File: src/rtl/bkr_pkg.sv
// Purpose: Shared constants for the buck one control register bank.
// Assumes: Avalon-MM byte addressing, one register per aligned 32-bit word.
// Notes: Register index times four is the byte address.
package bkr_pkg;
  // ----------------------------------------
  // Register map (indices)
  // ----------------------------------------
  localparam logic [5:0] IDX_NORMAL = 6'h20;
  localparam logic [5:0] IDX_STANDBY = 6'h21;
  localparam logic [5:0] IDX_SLEEP = 6'h22;
  localparam logic [5:0] IDX_MODE = 6'h23;
  localparam logic [5:0] IDX_CONFIG = 6'h24;
  localparam logic [5:0] IDX_CONFIG_ALIAS = 6'h32;
  localparam int ADDR_W = 8;
  localparam int DATA_W = 32;
  localparam int VOLT_W = 5;
  localparam int SWMODE_W = 4;

  // ----------------------------------------
  // Field positions
  // ----------------------------------------
  localparam int VOLT_LSB = 0;
  localparam int SWMODE_LSB = 0;
  localparam int OFFB_BIT = 5;
  localparam int RAMP_BIT = 6;
  localparam int PHASE_LSB = 4;
  localparam int FREQ_LSB = 2;
  localparam int ILIM_BIT = 0;
  localparam logic [1:0] WORD_ALIGN = 2'h0;

  // ----------------------------------------
  // Timing
  // ----------------------------------------
  localparam int CLK_PERIOD_PS = 5000;
  localparam int RAMP_FAST_PS = 2000000;
  localparam int RAMP_SLOW_PS = 4000000;
  localparam int RAMP_CNT_W = 10;
  localparam logic [RAMP_CNT_W-1:0] RAMP_FAST_CYC =
    RAMP_CNT_W'(RAMP_FAST_PS / CLK_PERIOD_PS);
  localparam logic [RAMP_CNT_W-1:0] RAMP_SLOW_CYC =
    RAMP_CNT_W'(RAMP_SLOW_PS / CLK_PERIOD_PS);

  // ----------------------------------------
  // States
  // ----------------------------------------
  typedef enum logic [1:0] {
    OPS_NORMAL = 2'b00,
    OPS_STANDBY = 2'b01,
    OPS_SLEEP = 2'b10
  } bkr_ops_t;

  typedef enum logic [1:0] {
    REG_ON = 2'b00,
    REG_SLEEP = 2'b01,
    REG_OFF = 2'b10
  } bkr_reg_t;
endpackage : bkr_pkg

File: src/rtl/bkr_regs.sv
// Purpose: Buck one control registers with Avalon-MM slave and output control.
// Assumes: OTP defaults are stable, same-clock inputs; state pins are asynchronous.
// Notes: One wait state on every access; unmapped words read zero.
//
// The Avalon-MM interface to the registers is this design's own decision.
`timescale 1ns/1ps
module bkr_regs (
  input wire logic mclk,
  input wire logic srst,
  input wire logic [bkr_pkg::ADDR_W-1:0] avs_address,
  input wire logic avs_read,
  input wire logic avs_write,
  input wire logic [3:0] avs_byteenable,
  input wire logic [bkr_pkg::DATA_W-1:0] avs_writedata,
  output logic [bkr_pkg::DATA_W-1:0] avs_readdata,
  output logic avs_waitrequest,
  input wire logic [bkr_pkg::VOLT_W-1:0] otp_normal_voltage,
  input wire logic [bkr_pkg::VOLT_W-1:0] otp_standby_voltage,
  input wire logic [bkr_pkg::VOLT_W-1:0] otp_sleep_voltage,
  input wire logic [bkr_pkg::SWMODE_W-1:0] otp_switch_mode,
  input wire logic otp_ramp_speed,
  input wire logic [1:0] otp_switching_freq,
  input wire logic otp_current_limit,
  input wire logic standby_pin,
  input wire logic sleep_pin,
  input wire logic turn_off_pin,
  output logic buck_enable,
  output logic buck_sleep,
  output logic [bkr_pkg::VOLT_W-1:0] vout_code,
  output logic ramp_busy,
  output logic [bkr_pkg::SWMODE_W-1:0] switch_mode,
  output logic [1:0] phase_clock_select,
  output logic [1:0] switching_freq_select,
  output logic current_limit_select
);
  import bkr_pkg::*;

  // ----------------------------------------
  // Declarations
  // ----------------------------------------
  logic [VOLT_W-1:0] normal_q, normal_d;
  logic [VOLT_W-1:0] standby_q, standby_d;
  logic [VOLT_W-1:0] sleep_q, sleep_d;
  logic [SWMODE_W-1:0] swmode_q, swmode_d;
  logic offb_q, offb_d;
  logic ramp_q, ramp_d;
  logic [1:0] phase_q, phase_d;
  logic [1:0] freq_q, freq_d;
  logic ilim_q, ilim_d;
  logic wait_q, wait_d;
  logic [DATA_W-1:0] rdata_q, rdata_d;
  logic [DATA_W-1:0] rmux;
  logic [5:0] idx;
  logic aligned;
  logic take;
  logic wr_en;
  logic [7:0] wb;
  logic [2:0] pins_s;
  bkr_ops_t ops;
  bkr_reg_t st_q, st_d;
  logic en_q, en_d;
  logic slp_q, slp_d;
  logic [VOLT_W-1:0] target;

  assign idx = avs_address[ADDR_W-1:2];
  assign aligned = (avs_address[1:0] == WORD_ALIGN);
  // An access completes at the edge where the slave shows waitrequest low
  assign take = (avs_read | avs_write) & ~wait_q;
  assign wr_en = take & avs_write & avs_byteenable[0] & aligned;
  assign wb = avs_writedata[7:0];

  // ----------------------------------------
  // Bus handshake
  // ----------------------------------------
  always_comb
  begin
    // Exactly one wait state, then back to waiting for the next request
    wait_d = ~((avs_read | avs_write) & wait_q);
    rmux = '0;
    if (aligned)
    begin
      unique case (idx)
        IDX_NORMAL: rmux[VOLT_LSB +: VOLT_W] = normal_q;
        IDX_STANDBY: rmux[VOLT_LSB +: VOLT_W] = standby_q;
        IDX_SLEEP: rmux[VOLT_LSB +: VOLT_W] = sleep_q;
        IDX_MODE:
        begin
          rmux[SWMODE_LSB +: SWMODE_W] = swmode_q;
          rmux[OFFB_BIT] = offb_q;
        end
        IDX_CONFIG, IDX_CONFIG_ALIAS:
        begin
          rmux[RAMP_BIT] = ramp_q;
          rmux[PHASE_LSB +: 2] = phase_q;
          rmux[FREQ_LSB +: 2] = freq_q;
          rmux[ILIM_BIT] = ilim_q;
        end
        default: rmux = '0;
      endcase
    end
    rdata_d = (avs_read & wait_q) ? rmux : rdata_q;
  end

  always_ff @(posedge mclk)
  begin
    if (srst)
    begin
      wait_q <= 1'b1;
      rdata_q <= '0;
    end
    else
    begin
      wait_q <= wait_d;
      rdata_q <= rdata_d;
    end
  end

  // ----------------------------------------
  // Register file
  // ----------------------------------------
  always_comb
  begin
    normal_d = normal_q;
    standby_d = standby_q;
    sleep_d = sleep_q;
    swmode_d = swmode_q;
    offb_d = offb_q;
    ramp_d = ramp_q;
    phase_d = phase_q;
    freq_d = freq_q;
    ilim_d = ilim_q;
    if (wr_en)
    begin
      unique case (idx)
        IDX_NORMAL: normal_d = wb[VOLT_LSB +: VOLT_W];
        IDX_STANDBY: standby_d = wb[VOLT_LSB +: VOLT_W];
        IDX_SLEEP: sleep_d = wb[VOLT_LSB +: VOLT_W];
        IDX_MODE:
        begin
          swmode_d = wb[SWMODE_LSB +: SWMODE_W];
          offb_d = wb[OFFB_BIT];
        end
        IDX_CONFIG, IDX_CONFIG_ALIAS:
        begin
          ramp_d = wb[RAMP_BIT];
          phase_d = wb[PHASE_LSB +: 2];
          freq_d = wb[FREQ_LSB +: 2];
          ilim_d = wb[ILIM_BIT];
        end
        default: normal_d = normal_q;
      endcase
    end
  end

  // Reset is synchronous, so loading port values here is safe
  always_ff @(posedge mclk)
  begin
    if (srst)
    begin
      normal_q <= otp_normal_voltage;
      standby_q <= otp_standby_voltage;
      sleep_q <= otp_sleep_voltage;
      swmode_q <= otp_switch_mode;
      offb_q <= 1'b0;
      ramp_q <= otp_ramp_speed;
      phase_q <= 2'h0;
      freq_q <= otp_switching_freq;
      ilim_q <= otp_current_limit;
    end
    else
    begin
      normal_q <= normal_d;
      standby_q <= standby_d;
      sleep_q <= sleep_d;
      swmode_q <= swmode_d;
      offb_q <= offb_d;
      ramp_q <= ramp_d;
      phase_q <= phase_d;
      freq_q <= freq_d;
      ilim_q <= ilim_d;
    end
  end

  // ----------------------------------------
  // Operating state
  // ----------------------------------------
  bkr_sync #(
    .W(3)
  ) u_sync (
    .mclk(mclk),
    .srst(srst),
    .async_in({turn_off_pin, sleep_pin, standby_pin}),
    .sync_out(pins_s)
  );

  always_comb
  begin
    if (pins_s[1])
      ops = OPS_SLEEP;
    else if (pins_s[0])
      ops = OPS_STANDBY;
    else
      ops = OPS_NORMAL;
    // Turn-off outranks the sleep and standby pins
    if (pins_s[2])
      st_d = offb_q ? REG_SLEEP : REG_OFF;
    else if (ops == OPS_SLEEP)
      st_d = REG_SLEEP;
    else
      st_d = REG_ON;
    // Registered from the next state so the pins move with st_q
    en_d = (st_d != REG_OFF);
    slp_d = (st_d == REG_SLEEP);
    unique case (st_q)
      REG_SLEEP: target = sleep_q;
      REG_ON: target = (ops == OPS_STANDBY) ? standby_q : normal_q;
      REG_OFF: target = normal_q;
      default: target = normal_q;
    endcase
  end

  always_ff @(posedge mclk)
  begin
    if (srst)
    begin
      st_q <= REG_ON;
      en_q <= 1'b1;
      slp_q <= 1'b0;
    end
    else
    begin
      st_q <= st_d;
      en_q <= en_d;
      slp_q <= slp_d;
    end
  end

  bkr_ramp u_ramp (
    .mclk(mclk),
    .srst(srst),
    .init_code(otp_normal_voltage),
    .target(target),
    .slow(ramp_q),
    .code(vout_code),
    .busy(ramp_busy)
  );

  // ----------------------------------------
  // Outputs
  // ----------------------------------------
  assign avs_readdata = rdata_q;
  assign avs_waitrequest = wait_q;
  assign buck_enable = en_q;
  assign buck_sleep = slp_q;
  assign switch_mode = swmode_q;
  assign phase_clock_select = phase_q;
  assign switching_freq_select = freq_q;
  assign current_limit_select = ilim_q;
endmodule : bkr_regs

File: src/rtl/bkr_sync.sv
// Purpose: Two flip-flop synchroniser for pin inputs.
// Assumes: Bits are independent levels.
// Notes: Only the second stage may be read.
`timescale 1ns/1ps
module bkr_sync #(
  parameter int W = 1
) (
  input wire logic mclk,
  input wire logic srst,
  input wire logic [W-1:0] async_in,
  output logic [W-1:0] sync_out
);
  import bkr_pkg::*;
  logic [W-1:0] meta_q;
  logic [W-1:0] meta_d;
  logic [W-1:0] sync_q;
  logic [W-1:0] sync_d;

  always_comb
  begin
    meta_d = async_in;
    sync_d = meta_q;
  end

  always_ff @(posedge mclk)
  begin
    if (srst)
    begin
      meta_q <= '0;
      sync_q <= '0;
    end
    else
    begin
      meta_q <= meta_d;
      sync_q <= sync_d;
    end
  end

  assign sync_out = sync_q;
endmodule : bkr_sync

File: src/rtl/bkr_ramp.sv
// Purpose: Steps the applied voltage code one step per ramp period.
// Assumes: One code step equals one 25 mV step.
// Notes: A new target is followed from the current code, not restarted.
`timescale 1ns/1ps
module bkr_ramp (
  input wire logic mclk,
  input wire logic srst,
  input wire logic [bkr_pkg::VOLT_W-1:0] init_code,
  input wire logic [bkr_pkg::VOLT_W-1:0] target,
  input wire logic slow,
  output logic [bkr_pkg::VOLT_W-1:0] code,
  output logic busy
);
  import bkr_pkg::*;
  logic [VOLT_W-1:0] code_q;
  logic [VOLT_W-1:0] code_d;
  logic [RAMP_CNT_W-1:0] cnt_q;
  logic [RAMP_CNT_W-1:0] cnt_d;
  logic busy_q;
  logic busy_d;
  logic [RAMP_CNT_W-1:0] period;

  always_comb
  begin
    period = slow ? RAMP_SLOW_CYC : RAMP_FAST_CYC;
    code_d = code_q;
    cnt_d = cnt_q;
    if (code_q == target)
      cnt_d = '0;
    else if (cnt_q >= period - RAMP_CNT_W'(1))
    begin
      // Step period elapsed: one step toward the target
      cnt_d = '0;
      code_d = (target > code_q) ? code_q + VOLT_W'(1) : code_q - VOLT_W'(1);
    end
    else
      cnt_d = cnt_q + RAMP_CNT_W'(1);
    busy_d = (code_d != target);
  end

  always_ff @(posedge mclk)
  begin
    if (srst)
    begin
      code_q <= init_code;
      cnt_q <= '0;
      busy_q <= 1'b0;
    end
    else
    begin
      code_q <= code_d;
      cnt_q <= cnt_d;
      busy_q <= busy_d;
    end
  end

  assign code = code_q;
  assign busy = busy_q;
endmodule : bkr_ramp

File: config.mk
export PLATFORM = sky130hd
export DESIGN_NAME = bkr_regs
export DESIGN_NICKNAME = d
export VERILOG_FILES = /design/src/rtl/bkr_pkg.sv /design/src/rtl/bkr_regs.sv /design/src/rtl/bkr_sync.sv /design/src/rtl/bkr_ramp.sv
export SDC_FILE = /design/constraint.sdc
export NUM_CORES = 1
export LEC_CHECK = 0
export BUFFER_PORTS_ARGS = -buffer_cell sky130_fd_sc_hd__clkbuf_2
export CORE_MARGIN = 2
export CORE_UTILIZATION = 44
export CTS_CLUSTER_DIAMETER = 150
export DETAILED_ROUTE_END_ITERATION = 8
export PLACE_DENSITY = 0.81
export SETUP_SLACK_MARGIN = 0.1
export SLEW_MARGIN = 20
export SYNTH_ARGS = -nofsm -noshare
export SYNTH_HDL_FRONTEND = slang
export SYNTH_SLANG_ARGS = --single-unit
File: constraint.sdc
create_clock -name mclk -period 3.28 [get_ports mclk]
set_input_delay 0.164 -clock mclk [delete_from_list [all_inputs] [get_ports mclk]]
set_output_delay 0.164 -clock mclk [all_outputs]
set_load 0.01 [all_outputs]
==> flow_summary.json, run 1 <==
{
  "p_per_area_nw_per_um2": 482,
  "grt_usage_pct": 19.6,
  "clock-sinks": 59,
  "reg2reg_depth": 15,
  "switching_share_pct": 29.8,
  "vias": 2717,
  "slew_headroom_pct": 48.8,
  "drt_iter0_drc": 226,
  "core-area_um2": 6870,
  "crit_chain": "nor3b_4 -> a22oi_2 -> o21ai_2 -> ha_1 -> and4_1 -> a221o_1 -> nand2_2 -> inv_1 -> fa_2 -> nand2b_4 -> a21oi_4 -> xor2_1 -> nor2_1 -> xnor3_1 -> a41oi_2",
  "clk_pin_slew_ps": 70,
  "synth_area_um2": 3160,
  "p_sw_uw": 563,
  "cts_made_buffers": 9,
  "worst_slack_ps": -2.24,
  "clk_path_buf_depth": 2,
  "fp.dieH_um": 88.7,
  "fillerInstances": 619,
  "ys_seq_elements": 59,
  "place_area_um2": 3640,
  "preCtsSetupSlack_ps": -146,
  "grt_max_degree": 27,
  "maxSlewViolCount": 0,
  "worstPathArrival_ps": 3560,
  "synth_xor_area_share_pct": 5.43,
  "layoutNonFillerInstCount": 528,
  "grt_first_pass_wirelength_um": 11700,
  "dp_hpwl_um": 5820,
  "finalCritPeriodShare_pct": 100,
  "worst_slew_pin_slew_ps": 762,
  "cts.htree.levels": 3,
  "drive_gt1_share_pct": 30.3,
  "synth-seq-area-share_pct": 44.7,
  "drt_pass1_iterations": 5,
  "synth_warnings": 0,
  "wirelength_um": 7720,
  "syn-instance-count": 338,
  "grt_pass1_vias": 2492,
  "max_stage_delay_ps": 350,
  "crit_fanout": 5,
  "worstReg2RegStart": "u_sync.sync_out[1]",
  "status": "finished, violations left",
  "hold_violations": 0,
  "combPwrFrac_pct": 21.6,
  "io_buffers": 70,
  "placed_cells": 509,
  "cpMaxStageDelayCell": "dfxtp_2",
  "ant_nets": 0,
  "synth_top_family_by_area": "simple AND/OR/NAND/NOR gates",
  "leakagePower_uw": 0.00184,
  "regArea_um2": 1420,
  "required_ps": 3560,
  "hold_end": "u_sync.meta_q[1]",
  "p_int_uw": 1320,
  "hold_path_depth": 2,
  "die_area_um2": 7870,
  "place.gp.congestion": 0.935,
  "start_kind": "flop",
  "wl_per_cell_um": 14.6,
  "fmax_mhz": 305,
  "rsz0062_at_grt": "true",
  "hp-class": "input port to flop",
  "clock-root-buffer": "clkbuf_8",
  "critPathKind": "flop to flop",
  "synthAdderAreaFrac_pct": 5.39,
  "clkPwrFrac_pct": 33.8,
  "cts.hold.buffers_added": 0,
  "nets": 514,
  "n_antenna_cell": 0,
  "initial_core_util_pct": 46.0,
  "fin_crit_ps": 3280,
  "violations": "setup timing",
  "multi_input_area_um2": 1650,
  "avgViaCountPerCell": 5.15,
  "setup_violations": 1,
  "antenna_found_initial": 0,
  "tritoncts": "yes",
  "synth-compound-area-share_pct": 11.5,
  "gr-total-overflow": 0,
  "worstHoldStart": "sleep_pin",
  "ir_drop_mv": 0.301,
  "synthSimpleGateAreaFrac_pct": 19.2,
  "finalClockSkew_ps": 7.93,
  "timing.rr.end": "u_ramp.busy",
  "synth_edf_count": 23,
  "synthFlopType": "dfxtp_1",
  "io_pins": 124,
  "row_count": 30,
  "seqPwrFrac_pct": 44.6,
  "fin_area_um2": 3920,
  "avgSynthCellArea_um2": 9.34,
  "drc": 0,
  "chipWidth_um": 88.7,
  "drv_cap": 0,
  "synth.area.mux_share_pct": 5.03,
  "async_flop_share_pct": 0,
  "clock_latency_ps": 350,
  "synth.distinct_cells": 47,
  "area_growth_pct": 24.0,
  "reg2reg_slack_ps": -2,
  "crit_path_end_kind": "flop"
}
power groups by stage:
stage               sequential (µW)  clock [µW]  combinational, µW
global placement                854           0                350
floorplan                       854           0                260
detailed placement              856           0                367
global route                    845         669                449
finish                          842         637                407
CTS                             840         642                378
repair_timing:
action | 4_1_cts | 5_1_grt
cloned | 0 | 0
pin swaps | 5 | 1
buffers inserted | 0 | 3
endpoints found under the setup margin | 4 | 4
resized for setup | 5 | 8
cell usage after synthesis, types with 2 or more instances:
cell	instances	area [µm²]
a21oi_1	10	50.1
a221o_1	2	20.0
a22o_1	4	35.0
a22oi_1	10	75.1
a32oi_1	3	26.3
and3_1	4	25.0
buf_4	25	188
clkbuf_1	6	22.5
dfxtp_1	36	721
edfxtp_1	23	691
ha_1	12	150
inv_1	15	56.3
mux2_2	5	56.3
mux2i_1	8	80.1
nand2_1	68	255
nand2b_1	2	12.5
nand3_1	10	50.1
nand3b_1	2	15.0
nor2_1	31	116
nor2b_1	8	50.1
nor3_1	2	10.0
nor4_1	3	18.8
o211ai_1	2	15.0
o21ai_0	5	25.0
o21ai_1	4	20.0
o2bb2ai_1	2	17.5
xnor2_1	11	96.3
xor2_1	6	52.6
worst max path at each step:
stage,endpoint,slack (ps),start
floorplan,u_ramp.busy,100,st_q[0]
global placement,u_ramp.busy,5,st_q[0]
detailed placement,u_ramp.busy,-150,st_q[0]
CTS,u_ramp.busy,-60,u_sync.sync_out[1]
global route,u_ramp.busy,-160,u_sync.sync_out[1]
finish,u_ramp.busy,-2,u_sync.sync_out[1]
registers in the layout, summed over array words and instances (netlist names):
name	count
normal_q	5
current_limit_select	1
sleep_q	5
ramp_q	1
offb_q	1
st_q	2
switch_mode	4
phase_clock_select	2
u_sync.sync_out	3
buck_enable	1
u_ramp.busy	1
u_ramp.cnt_q	10
avs_readdata	7
standby_q	5
switching_freq_select	2
u_ramp.code	5
avs_waitrequest	1
u_sync.meta_q	3
final cells by class:
cell class | count | share of cell area [%]
Clock buffer | 10 | 3.80
Sequential cell | 59 | 36.2
Inverter | 15 | 1.44
Timing Repair Buffer | 87 | 12.2
Tap cell | 96 | 3.07
Clock inverter | 6 | 1.12
Multi-Input combinational cell | 255 | 42.2
metrics by stage:
step | util, % | total power, µW | hold WS (ps) | setup TNS [ps]
CTS | 56.0 | 1860 | 24.7 | -109
floorplan | - | 1110 | 280 | 0
detailed placement | 53.0 | 1220 | 382 | -228
global route | 57.0 | 1960 | 35.8 | -289
finish | 57.0 | 1890 | 27.5 | -2.24
global placement | 53.0 | 1200 | 378 | 0
worst max-delay path, delay by kind of cell (launching register included):
family / cells / cell delay [ps]
compound gates: 5 / 930
flops: 1 / 350
xor+xnor: 2 / 320
fa+ha+maj: 2 / 610
buf+inv: 1 / 60
simple gates: 5 / 910
cells in the final DEF, fill, tap and decap left out, types with 5 or more instances in the layout:
| cell type | count |
|---|---|
| a22oi_1 | 7 |
| clkbuf_2 | 70 |
| clkbuf_8 | 9 |
| edfxtp_1 | 23 |
| nor2b_1 | 8 |
| mux2_2 | 5 |
| a21oi_1 | 8 |
| nor2_1 | 31 |
| inv_1 | 14 |
| buf_4 | 17 |
| dfxtp_1 | 33 |
| nand3_1 | 10 |
| xor2_1 | 6 |
| nand2_1 | 67 |
| mux2i_1 | 8 |
| xnor2_1 | 10 |
| ha_1 | 11 |
| conb_1 | 25 |
logic make-up after synthesis:
kind of cell | count (synthesis)
adders and majority gates | 13
buffers and inverters | 48
muxes | 14
AOI/OAI and AO/OA | 49
and+or+nand+nor | 136
DFF | 59
xor gates and xnor gates | 18
other | 1
metal layers:
layer / global-route usage [%] / part of all wire (%) / up-vias
met4: 6.34 / 2.0 / 0
met5: 0 / 0 / -
li1: - / - / 1305
met1: 24.0 / 39 / 1268
met3: 5.13 / 8.8 / 21
met2: 33.4 / 50 / 123
(Power assumes the default switching activity.)
==> inputs of run 2 (changes only) <==
CTS_CLUSTER_SIZE = 20   (was not set)
HOLD_SLACK_MARGIN = 0.1   (was not set)
==> flow_summary.json, run 2 (synthesis gave the netlist of run 1 again) <==
{
  "cts_made_buffers": 9,
  "crit_path_end_kind": "flop",
  "worst_slew_pin_slew_ps": 760,
  "antenna_found_initial": 0,
  "crit_fanout": 3,
  "clk_path_buf_depth": 2,
  "violations": "setup timing",
  "hold_violations": 0,
  "largest_register_ffs": 10,
  "ir_drop_mv": 0.308,
  "finalPower_uw": 1910,
  "ant_nets": 0,
  "cp-startpoint": "u_sync.sync_out[0]",
  "grt_usage_pct": 20.7,
  "final_common_cell": "clkbuf_2",
  "io_pins": 124,
  "setup_violations": 2,
  "worstReg2RegStart": "u_sync.sync_out[0]",
  "clock-root-buffer": "clkbuf_8",
  "row_count": 30,
  "worstPathArrival_ps": 3560,
  "drc": 0,
  "regMostFlops": "u_ramp.cnt_q",
  "drt_iter0_drc": 196,
  "core-area_um2": 6870,
  "cts.htree.levels": 3,
  "clk_pin_slew_ps": 70,
  "drv_cap": 0,
  "clock_latency_ps": 350,
  "place.gp.congestion": 0.935,
  "drt_pass1_iterations": 4,
  "wl_per_cell_um": 14.8,
  "status": "finished, violations left",
  "io_buffers": 70,
  "leakagePower_uw": 0.00192,
  "slew_headroom_pct": 48.9,
  "fillerInstances": 593,
  "clock-sinks": 59,
  "initial_core_util_pct": 46.0,
  "tritoncts": "yes",
  "dp_hpwl_um": 5820,
  "start_kind": "flop",
  "finalCritPeriodShare_pct": 102,
  "fmax_mhz": 299,
  "fin_crit_ps": 3340,
  "die_area_um2": 7870,
  "worst_slack_ps": -62.2,
  "worstHoldStart": "avs_writedata[4]",
  "maxSlewViolCount": 0,
  "wirelength_um": 8070,
  "hold_ws_ps": 96.5,
  "area_growth_pct": 29.8,
  "nets": 531,
  "critPathKind": "flop to flop",
  "avgViaCountPerCell": 5.14,
  "grt_first_pass_wirelength_um": 12300,
  "rsz0062_at_grt": "true",
  "finalClockSkew_ps": 8.02,
  "grt_pass1_vias": 2634,
  "n_antenna_cell": 0,
  "final_cell_mix": "70 x clkbuf_2, 67 x nand2_1, 33 x dfxtp_1",
  "p_per_area_nw_per_um2": 466,
  "hp-class": "input port to flop",
  "required_ps": 3500,
  "drive_gt1_share_pct": 29.2,
  "fp.dieH_um": 88.7,
  "chipWidth_um": 88.7,
  "gr-total-overflow": 0,
  "grt_max_degree": 27,
  "vias": 2801
}
run 2: changes by cell type in the layout (fill, tap and decap cells not counted), sizes merged:
cell         delta
dlygate4sd3    +17
run 2: routing by layer:
layer	part of all wire (%)	track usage (%)	up-vias
met4	2.1	6.34	0
li1	-	-	1339
met2	51	36.4	120
met1	40	24.7	1322
met5	0	0	-
met3	6.4	5.22	20
run 2: what timing repair did:
item / 4_1_cts / 5_1_grt
setup endpoints to repair: 4 / 4
resized for setup: 5 / 11
pin swaps: 5 / 10
buffers inserted: 0 / 3
hold buffers: 17 / 0
endpoints found under the hold margin: 17 / 0
run 2: power by group:
group          switching (µW)  internal [µW]  total (µW)
combinational             222            206         428
sequential               34.4            809         844
clock                     315            324         639
total                     572           1340        1910
run 2: worst paths after layout:
kind / slack [ps] / end / depth (start not counted)
worst max-delay path: -60 / u_ramp.busy / 16
worst min register to register: 440 / u_sync.sync_out[1] / 1
worst min-delay path: 100 / phase_clock_select[0] / 3
worst max register to register: -60 / u_ramp.busy / 16
run 2: cell type report:
cell class              count  area, µm²  area share, %
flip-flops and latches     59       1420           34.6
inverters                  15       56.3           1.37
repair buffers            104        648           15.8
well taps                  96        120           2.93
multi-input cells         255       1660           40.6
clock buffers              10        149           3.63
clock inverters             6       43.8           1.07
run 2: worst max-delay path, stage by stage (launching register included):
cell,delay [ps]
dfxtp_2,330
nor3b_4,160
buf_4,140
a22o_1,180
a22oi_2,210
inv_2,70
ha_4,220
and4_1,160
a221o_1,390
nand2_2,90
inv_1,60
fa_2,340
buf_4,140
xor2_1,140
mux2i_1,230
xnor2_1,190
a41oi_2,140
run 2: stage by stage:
stage | utilization [%] | setup TNS [ps] | cells | worst slack (ps) | area, µm²
finish | 59.7 | -113 | 545 | -62.2 | 4100
global placement | 53.0 | 0 | 509 | 5.21 | 3640
detailed placement | 53.0 | -228 | 509 | -146 | 3640
global route | 59.7 | -368 | 545 | -196 | 4100
floorplan | - | 0 | 362 | 103 | 3280
CTS | 58.5 | -109 | 542 | -63.3 | 4020
==> inputs of run 3 (changes only) <==
==> constraint.sdc (replaced) <==
create_clock -name mclk -period 3.28 [get_ports mclk]
set_input_delay 0.328 -clock mclk [delete_from_list [all_inputs] [get_ports mclk]]
set_output_delay 0.328 -clock mclk [all_outputs]
set_load 0.01 [all_outputs]
==> flow_summary.json, run 3 (synthesis gave the netlist of run 1 again) <==
{
  "grt_pass1_vias": 2518,
  "cts_made_buffers": 9,
  "ant_nets": 0,
  "clock_latency_ps": 350,
  "crit_path_end_kind": "flop",
  "hold_ws_ps": 191,
  "clk_pin_slew_ps": 70,
  "leakagePower_uw": 0.00188,
  "worstPathArrival_ps": 3670,
  "seqPwrFrac_pct": 43.5,
  "p_per_area_nw_per_um2": 488,
  "grt_first_pass_wirelength_um": 11700,
  "n_antenna_cell": 0,
  "core-area_um2": 6870,
  "fin_area_um2": 3970,
  "violations": "setup timing",
  "fmax_mhz": 294,
  "wirelength_um": 7850,
  "cpMaxStageDelayCell": "a221o_1",
  "setup_violations": 2,
  "start_kind": "flop",
  "cpLargestDelayFamily": "simple AND/OR/NAND/NOR gates",
  "cts.hold.buffers_added": 0,
  "drt_iter0_drc": 276,
  "clk_path_buf_depth": 2,
  "vias": 2703,
  "layoutNonFillerInstCount": 532,
  "fillerInstances": 616,
  "final_cell_mix": "70 x clkbuf_2, 67 x nand2_1, 33 x dfxtp_1",
  "clkPwrFrac_pct": 34.9,
  "nets": 518,
  "final_common_cell": "clkbuf_2",
  "place_area_um2": 3650,
  "row_count": 30,
  "dp_hpwl_um": 5700,
  "p_sw_uw": 538,
  "path_buf_inv": 2,
  "crit_fanout": 4,
  "maxSlewViolCount": 0,
  "max_stage_delay_ps": 390,
  "io_pins": 124,
  "tritoncts": "yes",
  "finalClockSkew_ps": 7.96,
  "worst_slack_ps": -122,
  "crit_chain": "nor3b_4 -> buf_6 -> a22oi_2 -> o21ai_2 -> ha_1 -> and4_1 -> a221o_1 -> nand2_2 -> inv_2 -> fa_2 -> nand2b_4 -> a21oi_2 -> xor2_1 -> nor2_1 -> xnor3_1 -> a41oi_2",
  "clock-root-buffer": "clkbuf_8",
  "chipWidth_um": 88.7,
  "required_ps": 3550,
  "hp-class": "input port to flop",
  "place.gp.congestion": 0.956,
  "ir_drop_mv": 0.284,
  "wl_per_cell_um": 14.8,
  "finalCritPeriodShare_pct": 104,
  "drv_cap": 0,
  "drive_gt1_share_pct": 30.3,
  "clock-sinks": 59,
  "drt_pass1_iterations": 4,
  "antenna_found_initial": 0,
  "initial_core_util_pct": 46.0,
  "placed_cells": 510,
  "fin_crit_ps": 3400,
  "grt_usage_pct": 19.8,
  "grt_max_degree": 27,
  "area_growth_pct": 25.8,
  "p_int_uw": 1400,
  "largest_register_ffs": 10,
  "io_buffers": 70,
  "regMostFlops": "u_ramp.cnt_q",
  "critPathKind": "flop to flop",
  "avgViaCountPerCell": 5.08,
  "cts.htree.levels": 3,
  "fp.dieH_um": 88.7,
  "combPwrFrac_pct": 21.6,
  "setup_tns_ps": -209,
  "slew_headroom_pct": 53.2,
  "switching_share_pct": 27.8,
  "gr-total-overflow": 0,
  "status": "finished, violations left",
  "rsz0062_at_grt": "true",
  "die_area_um2": 7870,
  "drc": 0,
  "worst_slew_pin_slew_ps": 695,
  "hold_violations": 0
}
-- run 3: cell count changes in the layout (fill, tap and decap cells not counted), moves of 2 or more --
cell           delta
inv_4             -2
clkbuf_1          +2
o21ai_2           -2
dlygate4sd3_1    -17
buf_4             +3
-- run 3: metrics by stage --
stage,setup WS (ps),utilization (%),total power (µW)
2_1_floorplan,103,-,1110
3_3_place_gp,-6.05,53.1,1210
3_5_place_dp,-120,53.1,1220
4_1_cts,-56.6,56.7,1900
5_1_grt,-249,57.8,2010
6_report,-122,57.8,1940
-- run 3: area by class of cell --
class | count | area [µm²] | share of cell area (%)
Tap cell | 96 | 120 | 3.02
Multi-Input combinational cell | 255 | 1660 | 41.7
Timing Repair Buffer | 91 | 512 | 12.9
Sequential cell | 59 | 1420 | 35.7
Clock buffer | 14 | 195 | 4.91
Clock inverter | 2 | 13.8 | 0.346
Inverter | 15 | 56.3 | 1.42
-- run 3: repair_timing --
| action | CTS | global route |
|---|---|---|
| cloned | 0 | 0 |
| endpoints found under the setup margin | 2 | 4 |
| hold endpoints to repair | 0 | 0 |
| setup buffers | 3 | 3 |
| gates resized for setup | 3 | 14 |
| pin swaps | 6 | 10 |
-- run 3: power groups by stage --
stage               clock network (µW)  registers [µW]  logic, µW
CTS                                683             840        377
finish                             675             843        419
detailed placement                   0             856        365
floorplan                            0             854        260
global route                       709             845        460
global placement                     0             854        352
-- run 3: final timing paths --
| kind | slack [ps] | startpoint | end | cells after the start |
|---|---|---|---|---|
| worst max register to register | -120 | u_sync.sync_out[1] | u_ramp.busy | 16 |
| worst min register to register | 430 | u_sync.meta_q[1] | u_sync.sync_out[1] | 1 |
| worst max-delay path | -120 | u_sync.sync_out[1] | u_ramp.busy | 16 |
| worst min-delay path | 190 | standby_pin | u_sync.meta_q[0] | 2 |
-- run 3: routing by layer --
layer  global-route usage, %  share of wire (%)  vias up
met4                    6.61                2.6        0
li1                        -                  -     1304
met1                    24.1                 40     1246
met5                       0                  0        -
met3                    7.37                8.1       26
met2                    32.5                 49      127
